==> config.mk <==
export PLATFORM = sky130hd
export DESIGN_NAME = sac_top
export DESIGN_NICKNAME = d
export VERILOG_FILES = /design/src/include/sac_pkg.sv /design/src/include/sac_ser_if.sv /design/src/sac_top.sv /design/src/sac_sync.sv /design/src/sac_shifter.sv
export SDC_FILE = /design/constraint.sdc
export NUM_CORES = 1
export LEC_CHECK = 0
export BUFFER_PORTS_ARGS = -buffer_cell sky130_fd_sc_hd__buf_2
export CAP_MARGIN = 20
export CELL_PAD_IN_SITES_DETAIL_PLACEMENT = 1
export CELL_PAD_IN_SITES_GLOBAL_PLACEMENT = 1
export CORE_MARGIN = 5
export CORE_UTILIZATION = 50
export DETAILED_ROUTE_END_ITERATION = 8
export MAX_ROUTING_LAYER = met4
export PLACE_DENSITY_LB_ADDON = 0.1
export REMOVE_ABC_BUFFERS = 1
export SYNTH_ARGS = -nofsm -noshare
export SYNTH_HDL_FRONTEND = slang
export SYNTH_SLANG_ARGS = --single-unit
==> constraint.sdc <==
create_clock -name clk -period 9.6 [get_ports clk]
set_input_delay 1.44 -clock clk [delete_from_list [all_inputs] [get_ports clk]]
set_output_delay 1.44 -clock clk [all_outputs]
set_load 0.02 [all_outputs]
==> src/include/sac_pkg.sv <==
`default_nettype none
package sac_pkg;

  // ------------------------------------------------------------
  // timing
  // ------------------------------------------------------------
  localparam int CLK_PERIOD_NS = 100;
  localparam int CONV_TIME_NS = 1000;
  localparam int ACQ_TIME_NS = 250;
  localparam logic [7:0] CONV_CYCLES = 8'((CONV_TIME_NS + CLK_PERIOD_NS - 1) / CLK_PERIOD_NS);
  localparam logic [7:0] ACQ_CYCLES = 8'((ACQ_TIME_NS + CLK_PERIOD_NS - 1) / CLK_PERIOD_NS);

  // ------------------------------------------------------------
  // result word and pin positions
  // ------------------------------------------------------------
  localparam int RES_W = 16;
  localparam logic [4:0] RES_BITS = 5'h10;
  localparam int PIN_SER_DATA = 8;
  localparam int PIN_SER_CLK = 9;
  localparam int PIN_FSYNC = 10;
  localparam int PIN_RD_ERR = 11;
  localparam int PIN_FIXED_LO = 12;

  // ------------------------------------------------------------
  // synchronised input vector
  // ------------------------------------------------------------
  localparam int IN_W = 11;
  localparam int IN_CNV = 0;
  localparam int IN_CS = 1;
  localparam int IN_RD = 2;
  localparam int IN_SCLK = 3;
  localparam int IN_PD = 4;
  localparam int IN_PSEL = 5;
  localparam int IN_EXT = 6;
  localparam int IN_FSPOL = 7;
  localparam int IN_SINV = 8;
  localparam int IN_LOWP = 9;
  localparam int IN_FAST = 10;
  localparam logic [IN_W-1:0] IN_RST_VAL = 11'h007;

  typedef logic [RES_W-1:0] sac_word_t;

  typedef enum logic [1:0] {
    ST_IDLE = 2'b00,
    ST_CONV = 2'b01,
    ST_ACQ = 2'b10,
    ST_PDOWN = 2'b11
  } sac_state_e;

endpackage : sac_pkg
`default_nettype wire

==> src/include/sac_ser_if.sv <==
`timescale 1ns/1ps
`default_nettype none
interface sac_ser_if;
  logic load;
  logic shift;
  logic clear;
  sac_pkg::sac_word_t loadWord;
  logic msb;
  logic [4:0] bitsLeft;
  modport ctrl(output load, output shift, output clear, output loadWord, input msb, input bitsLeft);
  modport shf(input load, input shift, input clear, input loadWord, output msb, output bitsLeft);
endinterface : sac_ser_if
`default_nettype wire

==> src/sac_top.sv <==
// Summary of operation
// - serial internal clock, polarity low: frame sync high while serial data valid.
// - polarity high: frame sync driven low while serial data valid.
// - external clock read unfinished at next conversion end: drop it, pulse error.
// - top four result pins always carry result bits 15:12 in either port mode.
// - parallel mode uses frame sync and error pins as result bits 10, 11.
// - busy rises at conversion start, falls once result is latched.
// - output drivers enabled only while chip select and read both low.
// - chip select gates the external serial clock; edges outside are ignored.
// - reset returns to reset state and aborts any running conversion.
// - power-down lets the running conversion finish, then blocks conversions.
// - falling edge of convert start puts hold on and begins conversion.
// - low-power mode, fast mode off: start still low at acquisition end starts conversion at once.
// - serial result shifted out most significant bit first from shift register.
// - external clock: update on rising edge, or falling when inverted.
// - serial clock pin drives under internal clocking, listens under external.
`timescale 1ns/1ps
`default_nettype none
module sac_top (
  // clock and reset
  input wire logic clk,
  input wire logic sys_rst,
  // conversion control pins
  input wire logic convertStartN,
  input wire logic powerDownIn,
  input wire logic lowPowerSel,
  input wire logic fastModeSel,
  // read port pins
  input wire logic chipSelectN,
  input wire logic readN,
  input wire logic portSelect,
  input wire logic extClockSel,
  input wire logic frameSyncPolarity,
  input wire logic serialClockInvert,
  input wire logic serialClockIn,
  // result from the converter core
  input wire sac_pkg::sac_word_t convResult,
  // output bus
  output logic [sac_pkg::RES_W-1:0] dataPinOut,
  output logic [sac_pkg::RES_W-1:0] dataPinOe,
  // status
  output logic busy,
  output logic sampleHold,
  output logic powerDownState
);
  import sac_pkg::*;

  // ------------------------------------------------------------
  // input synchronisers and edge finding
  // ------------------------------------------------------------
  logic [IN_W-1:0] rawIn;
  logic [IN_W-1:0] syncIn;
  logic [IN_W-1:0] prevIn_r;

  assign rawIn = {fastModeSel, lowPowerSel, serialClockInvert, frameSyncPolarity, extClockSel,
                  portSelect, powerDownIn, serialClockIn, readN, chipSelectN, convertStartN};

  sac_sync #(
    .W(IN_W),
    .RST_VAL(IN_RST_VAL)
  ) u_sync (
    .clk(clk),
    .sys_rst(sys_rst),
    .din(rawIn),
    .dout(syncIn)
  );

  always_ff @(posedge clk or posedge sys_rst) begin
    if (sys_rst) begin
      prevIn_r <= IN_RST_VAL;
    end else begin
      prevIn_r <= syncIn;
    end
  end

  logic cnvFall;
  logic readEn;
  logic readStart;
  logic sclkRise;
  logic sclkFall;
  logic updEdge;
  logic smpEdge;
  logic serialMode;
  logic extClk;
  logic impulseMode;
  logic pdReq;

  assign cnvFall = prevIn_r[IN_CNV] & ~syncIn[IN_CNV];
  assign readEn = ~syncIn[IN_CS] & ~syncIn[IN_RD];
  assign readStart = readEn & ~(~prevIn_r[IN_CS] & ~prevIn_r[IN_RD]);
  assign sclkRise = ~syncIn[IN_CS] & ~prevIn_r[IN_SCLK] & syncIn[IN_SCLK];
  assign sclkFall = ~syncIn[IN_CS] & prevIn_r[IN_SCLK] & ~syncIn[IN_SCLK];
  assign updEdge = syncIn[IN_SINV] ? sclkFall : sclkRise;
  assign smpEdge = syncIn[IN_SINV] ? sclkRise : sclkFall;
  assign serialMode = syncIn[IN_PSEL];
  assign extClk = syncIn[IN_EXT];
  assign impulseMode = syncIn[IN_LOWP] & ~syncIn[IN_FAST];
  assign pdReq = syncIn[IN_PD];

  // ------------------------------------------------------------
  // conversion sequencer
  // ------------------------------------------------------------
  sac_state_e state_r;
  sac_state_e state_nxt;
  logic [7:0] cnt_r;
  logic [7:0] cnt_nxt;
  logic busy_r;
  logic busy_nxt;
  logic hold_r;
  logic hold_nxt;
  logic pdState_r;
  logic pdState_nxt;
  sac_word_t result_r;
  sac_word_t result_nxt;
  logic resultNew_r;
  logic resultNew_nxt;
  logic convDone;

  always_comb begin
    state_nxt = state_r;
    cnt_nxt = cnt_r;
    busy_nxt = busy_r;
    hold_nxt = hold_r;
    result_nxt = result_r;
    resultNew_nxt = resultNew_r;
    convDone = 1'b0;
    // a consumed result is only marked read when the read really begins
    if (readStart) begin
      resultNew_nxt = 1'b0;
    end
    case (state_r)
      ST_IDLE: begin
        if (pdReq) begin
          state_nxt = ST_PDOWN;
        end else if (cnvFall) begin
          state_nxt = ST_CONV;
          cnt_nxt = CONV_CYCLES - 8'h01;
          busy_nxt = 1'b1;
          hold_nxt = 1'b1;
        end
      end
      ST_CONV: begin
        if (cnt_r == 8'h00) begin
          convDone = 1'b1;
          busy_nxt = 1'b0;
          hold_nxt = 1'b0;
          result_nxt = convResult;
          resultNew_nxt = 1'b1;
          if (pdReq) begin
            state_nxt = ST_PDOWN;
          end else begin
            state_nxt = ST_ACQ;
            cnt_nxt = ACQ_CYCLES - 8'h01;
          end
        end else begin
          cnt_nxt = cnt_r - 8'h01;
        end
      end
      ST_ACQ: begin
        if (pdReq) begin
          state_nxt = ST_PDOWN;
        end else if (cnt_r == 8'h00 && impulseMode && ~syncIn[IN_CNV]) begin
          state_nxt = ST_CONV;
          cnt_nxt = CONV_CYCLES - 8'h01;
          busy_nxt = 1'b1;
          hold_nxt = 1'b1;
        end else if (cnvFall && (~impulseMode || cnt_r == 8'h00)) begin
          state_nxt = ST_CONV;
          cnt_nxt = CONV_CYCLES - 8'h01;
          busy_nxt = 1'b1;
          hold_nxt = 1'b1;
        end else if (cnt_r == 8'h00) begin
          state_nxt = ST_IDLE;
        end else begin
          cnt_nxt = cnt_r - 8'h01;
        end
      end
      ST_PDOWN: begin
        if (~pdReq) begin
          state_nxt = ST_IDLE;
        end
      end
      default: begin
        state_nxt = ST_IDLE;
      end
    endcase
    pdState_nxt = (state_nxt == ST_PDOWN);
  end

  always_ff @(posedge clk or posedge sys_rst) begin
    if (sys_rst) begin
      state_r <= ST_IDLE;
      cnt_r <= 8'h00;
      busy_r <= 1'b0;
      hold_r <= 1'b0;
      pdState_r <= 1'b0;
      result_r <= '0;
      resultNew_r <= 1'b0;
    end else begin
      state_r <= state_nxt;
      cnt_r <= cnt_nxt;
      busy_r <= busy_nxt;
      hold_r <= hold_nxt;
      pdState_r <= pdState_nxt;
      result_r <= result_nxt;
      resultNew_r <= resultNew_nxt;
    end
  end

  // ------------------------------------------------------------
  // serial read control
  // ------------------------------------------------------------
  sac_ser_if ser();

  sac_shifter u_shifter (
    .clk(clk),
    .sys_rst(sys_rst),
    .ser(ser)
  );

  logic intActive_r;
  logic intActive_nxt;
  logic extPending_r;
  logic extPending_nxt;
  logic sclkOut_r;
  logic sclkOut_nxt;
  logic rdErrPulse;

  assign ser.loadWord = result_r;

  always_comb begin
    intActive_nxt = intActive_r;
    extPending_nxt = extPending_r;
    sclkOut_nxt = sclkOut_r;
    rdErrPulse = 1'b0;
    ser.load = 1'b0;
    ser.shift = 1'b0;
    ser.clear = 1'b0;
    if (intActive_r) begin
      // the internal clock runs at half the system clock
      sclkOut_nxt = ~sclkOut_r;
      if (sclkOut_r) begin
        ser.shift = 1'b1;
        if (ser.bitsLeft == 5'h01) begin
          intActive_nxt = 1'b0;
        end
      end
    end
    if (extPending_r) begin
      if (updEdge) begin
        ser.shift = 1'b1;
      end
      if (smpEdge && ser.bitsLeft == 5'h01) begin
        extPending_nxt = 1'b0;
      end
    end
    if (serialMode && readStart && resultNew_r && ~intActive_r && ~extPending_r) begin
      ser.load = 1'b1;
      if (extClk) begin
        extPending_nxt = 1'b1;
      end else begin
        intActive_nxt = 1'b1;
        sclkOut_nxt = 1'b0;
      end
    end
    if (convDone && extPending_r) begin
      extPending_nxt = 1'b0;
      ser.clear = 1'b1;
      ser.load = 1'b0;
      ser.shift = 1'b0;
      rdErrPulse = 1'b1;
    end
    if (~serialMode) begin
      intActive_nxt = 1'b0;
      extPending_nxt = 1'b0;
      sclkOut_nxt = 1'b0;
    end
  end

  always_ff @(posedge clk or posedge sys_rst) begin
    if (sys_rst) begin
      intActive_r <= 1'b0;
      extPending_r <= 1'b0;
      sclkOut_r <= 1'b0;
    end else begin
      intActive_r <= intActive_nxt;
      extPending_r <= extPending_nxt;
      sclkOut_r <= sclkOut_nxt;
    end
  end

  // ------------------------------------------------------------
  // output pins
  // ------------------------------------------------------------
  logic [RES_W-1:0] pinOut_r;
  logic [RES_W-1:0] pinOut_nxt;
  logic [RES_W-1:0] pinOe_r;
  logic [RES_W-1:0] pinOe_nxt;
  logic fsActive;

  assign fsActive = intActive_r & ~extClk;

  always_comb begin
    // shared pins carry bits 10, 11
    pinOut_nxt = result_r;
    pinOe_nxt = readEn ? {RES_W{1'b1}} : {RES_W{1'b0}};
    if (serialMode) begin
      // lower byte belongs to other port logic; kept quiet in serial mode
      pinOut_nxt[PIN_SER_DATA-1:0] = '0;
      pinOe_nxt[PIN_SER_DATA-1:0] = '0;
      pinOut_nxt[PIN_SER_DATA] = ser.msb;
      pinOut_nxt[PIN_SER_CLK] = sclkOut_r;
      pinOe_nxt[PIN_SER_CLK] = readEn & ~extClk;
      pinOut_nxt[PIN_FSYNC] = syncIn[IN_FSPOL] ? ~fsActive : fsActive;
      pinOut_nxt[PIN_RD_ERR] = rdErrPulse & extClk;
    end
    pinOut_nxt[RES_W-1:PIN_FIXED_LO] = result_r[RES_W-1:PIN_FIXED_LO];
  end

  always_ff @(posedge clk or posedge sys_rst) begin
    if (sys_rst) begin
      pinOut_r <= '0;
      pinOe_r <= '0;
    end else begin
      pinOut_r <= pinOut_nxt;
      pinOe_r <= pinOe_nxt;
    end
  end

  assign dataPinOut = pinOut_r;
  assign dataPinOe = pinOe_r;
  assign busy = busy_r;
  assign sampleHold = hold_r;
  assign powerDownState = pdState_r;

endmodule : sac_top
`default_nettype wire

==> src/sac_sync.sv <==
`timescale 1ns/1ps
`default_nettype none
module sac_sync #(
  parameter int W = 1,
  parameter logic [W-1:0] RST_VAL = '0
) (
  // clock and reset
  input wire logic clk,
  input wire logic sys_rst,
  // raw and filtered levels
  input wire logic [W-1:0] din,
  output logic [W-1:0] dout
);

  // a level is taken only once the second and third stages agree
  genvar i;
  generate
    for (i = 0; i < W; i++) begin : g_bit
      logic s1_r;
      logic s2_r;
      logic s3_r;
      logic stable_r;
      logic stable_nxt;
      always_comb begin
        stable_nxt = (s2_r == s3_r) ? s3_r : stable_r;
      end
      always_ff @(posedge clk or posedge sys_rst) begin
        if (sys_rst) begin
          s1_r <= RST_VAL[i];
          s2_r <= RST_VAL[i];
          s3_r <= RST_VAL[i];
          stable_r <= RST_VAL[i];
        end else begin
          s1_r <= din[i];
          s2_r <= s1_r;
          s3_r <= s2_r;
          stable_r <= stable_nxt;
        end
      end
      assign dout[i] = stable_r;
    end
  endgenerate

endmodule : sac_sync
`default_nettype wire

==> src/sac_shifter.sv <==
`timescale 1ns/1ps
`default_nettype none
module sac_shifter (
  // clock and reset
  input wire logic clk,
  input wire logic sys_rst,
  // control from the read logic
  sac_ser_if.shf ser
);
  import sac_pkg::*;

  sac_word_t shreg_r;
  sac_word_t shreg_nxt;
  logic [4:0] count_r;
  logic [4:0] count_nxt;

  always_comb begin
    shreg_nxt = shreg_r;
    count_nxt = count_r;
    if (ser.clear) begin
      shreg_nxt = '0;
      count_nxt = 5'h00;
    end else if (ser.load) begin
      shreg_nxt = ser.loadWord;
      count_nxt = RES_BITS;
    end else if (ser.shift && count_r != 5'h00) begin
      shreg_nxt = {shreg_r[RES_W-2:0], 1'b0};
      count_nxt = count_r - 5'h01;
    end
  end

  always_ff @(posedge clk or posedge sys_rst) begin
    if (sys_rst) begin
      shreg_r <= '0;
      count_r <= 5'h00;
    end else begin
      shreg_r <= shreg_nxt;
      count_r <= count_nxt;
    end
  end

  assign ser.msb = shreg_r[RES_W-1];
  assign ser.bitsLeft = count_r;

endmodule : sac_shifter
`default_nettype wire

==> flow_metrics.py <==
metrics = {
    "status": {
        "outcome": "finished clean",
    },
    "yosys": {
        "synth_area_leaders": "dfrtp_1 54%, dfstp_2 8.1%, mux2_2 4.2%",
        "synthArstFlopShare_pct": 100,
        "yosys.area.top_type": "dfrtp_1",
        "yosys.area.top_type_share_pct": 54.2,
        "synth_edf_count": 0,
        "syn_avg_cell_area_um2": 12.6,
        "ys_ff_latch": 120,
        "ys_seq_area_share_pct": 62.3,
        "synth_cell_type_count": 53,
        "synthCells": 386,
        "synth_top_flop_cell": "dfrtp_1",
        "synth_area_um2": 4850,
        "ys_warn_count": 0,
    },
    "detailed_routing": {
        "antenna_left": 0,
        "dr.max_layer_used": "met4",
        "detail_route.wl_per_cell_um": 18.8,
        "dr.pass1.iters": 4,
        "vias": 3167,
        "dr_wl_met2_mm": 5.70,
        "routed-wl-met3_um": 571,
        "drtIter0Drc": 145,
        "drc": 0,
        "avgViaCountPerCell": 5.37,
        "m1WireLength_mm": 4.62,
        "routed_wl_mm": 11.1,
    },
    "power": {
        "vdd_drop_max_uv": 162,
        "power_mw": 1.88,
        "p_leak_nw": 2.74,
        "p_per_area_nw_per_um2": 325,
    },
    "sta": {
        "period_needed_ns": 2.68,
        "max_freq_ghz": 0.373,
        "hold_viol": 0,
        "tns_ns": 0,
        "slew_violations": 0,
        "grt_setup_unrepaired": "false",
        "tightestPinTransition_ns": 0.860,
        "min_period_over_period_pct": 27.9,
        "worst_clock_skew_ns": 0.00856,
        "maxSlewHeadroom_pct": 42.7,
        "setup_viol": 0,
    },
    "final_layout": {
        "num-fill-cells": 1001,
        "final_cell_mix": "105 x dfrtp_1, 63 x buf_2, 26 x o21ai_0, 23 x a21oi_1, 21 x nor2_1",
        "seq_area_um2": 3020,
        "drive_gt1_share_pct": 30.7,
        "layout.nets": 482,
        "final_common_cell": "dfrtp_1",
        "syn_to_final_growth_pct": 19.5,
        "multiInputGateArea_um2": 1600,
    },
    "clock_tree": {
        "cts_root_buf": "clkbuf_8",
        "path_clk_slew_ns": 0.06,
        "cts_hold_buf": 0,
        "cts_sinks": 120,
        "cts_buffer_depth": 2,
        "cts_setup_buffers": 0,
        "cts_tree": "built",
        "cts_max_level": 4,
        "clock_latency_ns": 0.52,
        "cts_resized": 0,
        "numCtsBuffers": 17,
    },
    "worst_hold_path": {
        "hp-class": "flip-flop to flip-flop",
        "hp-start": "u_sync.g_bit[4].s1_r",
        "min_delay_worst_endpoint": "u_sync.g_bit[4].s2_r",
        "hold_depth": 0,
    },
    "global_route": {
        "track_usage_pct": 21.7,
        "grt_pass1_wl_mm": 18.5,
        "grt_pass1_vias": 3493,
        "overflow": 0,
        "grt_max_degree": 72,
        "antenna_found_initial": 1,
    },
    "critical_path": {
        "critPathRequiredTime_ns": 9.99,
        "critPathArrivalTime_ns": 3.07,
        "reg2reg_to": "u_shifter.ser.bitsLeft[3]",
        "critPathLaunchType": "flip-flop",
        "reg2reg_setup_slack_ns": 6.92,
        "r2r_cells": 7,
        "criticalPathCategory": "flip-flop to flip-flop",
        "worst-path-max-fanout": 20,
        "endpoint_kind": "flip-flop",
        "worstReg2RegStart": "cnt_r[0]",
    },
    "job": {
        "drv_cap": 0,
    },
    "place": {
        "portBuffers": 63,
        "gp_congestion": 0.798,
        "dp_hpwl_mm": 6.97,
    },
    "floorplanning": {
        "dieHeight_um": 108,
        "start_util_pct": 50.5,
        "die_x_um": 108,
        "coreArea_um2": 9590,
        "num_rows": 36,
        "dieArea_um2": 11800,
        "pin_count": 64,
    },
}
[layer usage]
metal	vias to the layer above	GRT usage [%]
met3	17	6.03
met4	0	7.39
met1	1607	26.3
met5	-	-
li1	1466	-
met2	77	35.1
[worst max-delay path by stage]
stage	start	cells past startpoint	endpoint
6_report	cnt_r[0]	7	u_shifter.ser.bitsLeft[3]
5_1_grt	cnt_r[0]	7	u_shifter.ser.bitsLeft[3]
4_1_cts	cnt_r[0]	7	u_shifter.ser.bitsLeft[3]
3_5_place_dp	sys_rst	3	state_r[1]
3_3_place_gp	sys_rst	3	state_r[0]
2_1_floorplan	sys_rst	1	cnt_r[0]
[logic make-up after synthesis]
family | Yosys count | share of synthesized area, %
DFF | 120 | 62.3
and+or+nand+nor | 82 | 8.83
adders and majority gates | 21 | 4.85
buffers and inverters | 41 | 4.75
AOI/OAI and AO/OA | 84 | 10.9
xor gates and xnor gates | 4 | 0.723
muxes | 34 | 7.59
[cell usage after synthesis, types with 2 or more instances]
master     instances
dfstp_2           15
o22ai_1            2
nor2b_1            9
clkbuf_1          11
a21oi_1           23
dfrtp_1          105
or3_1              3
o2111ai_1          4
o31ai_1            3
maj3_1            11
o211ai_1           3
xnor2_1            2
nor3_1             6
and2_1             3
nand2_1           18
nand2b_1           4
buf_4             14
mux2_2            18
inv_1             12
ha_1              10
o21ai_0           26
a22oi_1            2
nor3b_1            3
a31oi_1            2
nand3b_1           2
nand4_1            2
a221oi_1           2
a211o_1            3
xor2_1             2
nor2_1            21
a21o_1             2
mux2i_1           15
buf_6              3
nand3_1            6
[state kept, by name (all words and copies together) (netlist names), 2 cells and up]
name	cells
dataPinOut	16
u_sync.g_bit.s3_r	11
u_sync.g_bit.s1_r	11
u_shifter.ser.bitsLeft	5
u_shifter.shreg_r	16
cnt_r	8
prevIn_r	4
u_sync.g_bit.s2_r	11
result_r	16
state_r	2
dataPinOe	3
u_sync.g_bit.stable_r	11
[critical path, stage by stage, from the launching register on]
cell and delay (ns):
dfrtp_1 0.42, inv_1 0.16, ha_1 0.16, nor3b_1 0.53, and2_1 0.27, nand3_1 0.57
o2111ai_1 0.35, nand2_1 0.09
[where the power goes]
part	switching, mW	internal [mW]	total, mW
clock	0.232	0.422	0.654
sequential	0.101	0.647	0.747
combinational	0.282	0.201	0.482
[cell type report]
type | instances | area share [%]
tap | 133 | 2.87
timing repair buffer | 67 | 5.96
sequential | 120 | 52.1
antenna | 1 | 0.0432
inverter | 12 | 0.820
multi-input combinational | 225 | 27.5
clock buffer | 17 | 7.15
clock inverter | 15 | 3.48
[per-stage QoR]
stage	utilization (%)	worst slack, ns	area (µm²)	instances	hold slack [ns]
2_1_floorplan	-	5.00	4660	357	0.331
3_3_place_gp	54.0	6.71	5180	557	0.333
3_5_place_dp	54.0	6.68	5180	557	0.336
4_1_cts	60.4	6.92	5790	589	0.350
5_1_grt	60.4	6.61	5800	590	0.358
6_report	60.4	6.92	5800	590	0.347
(Power assumes the default switching activity.)
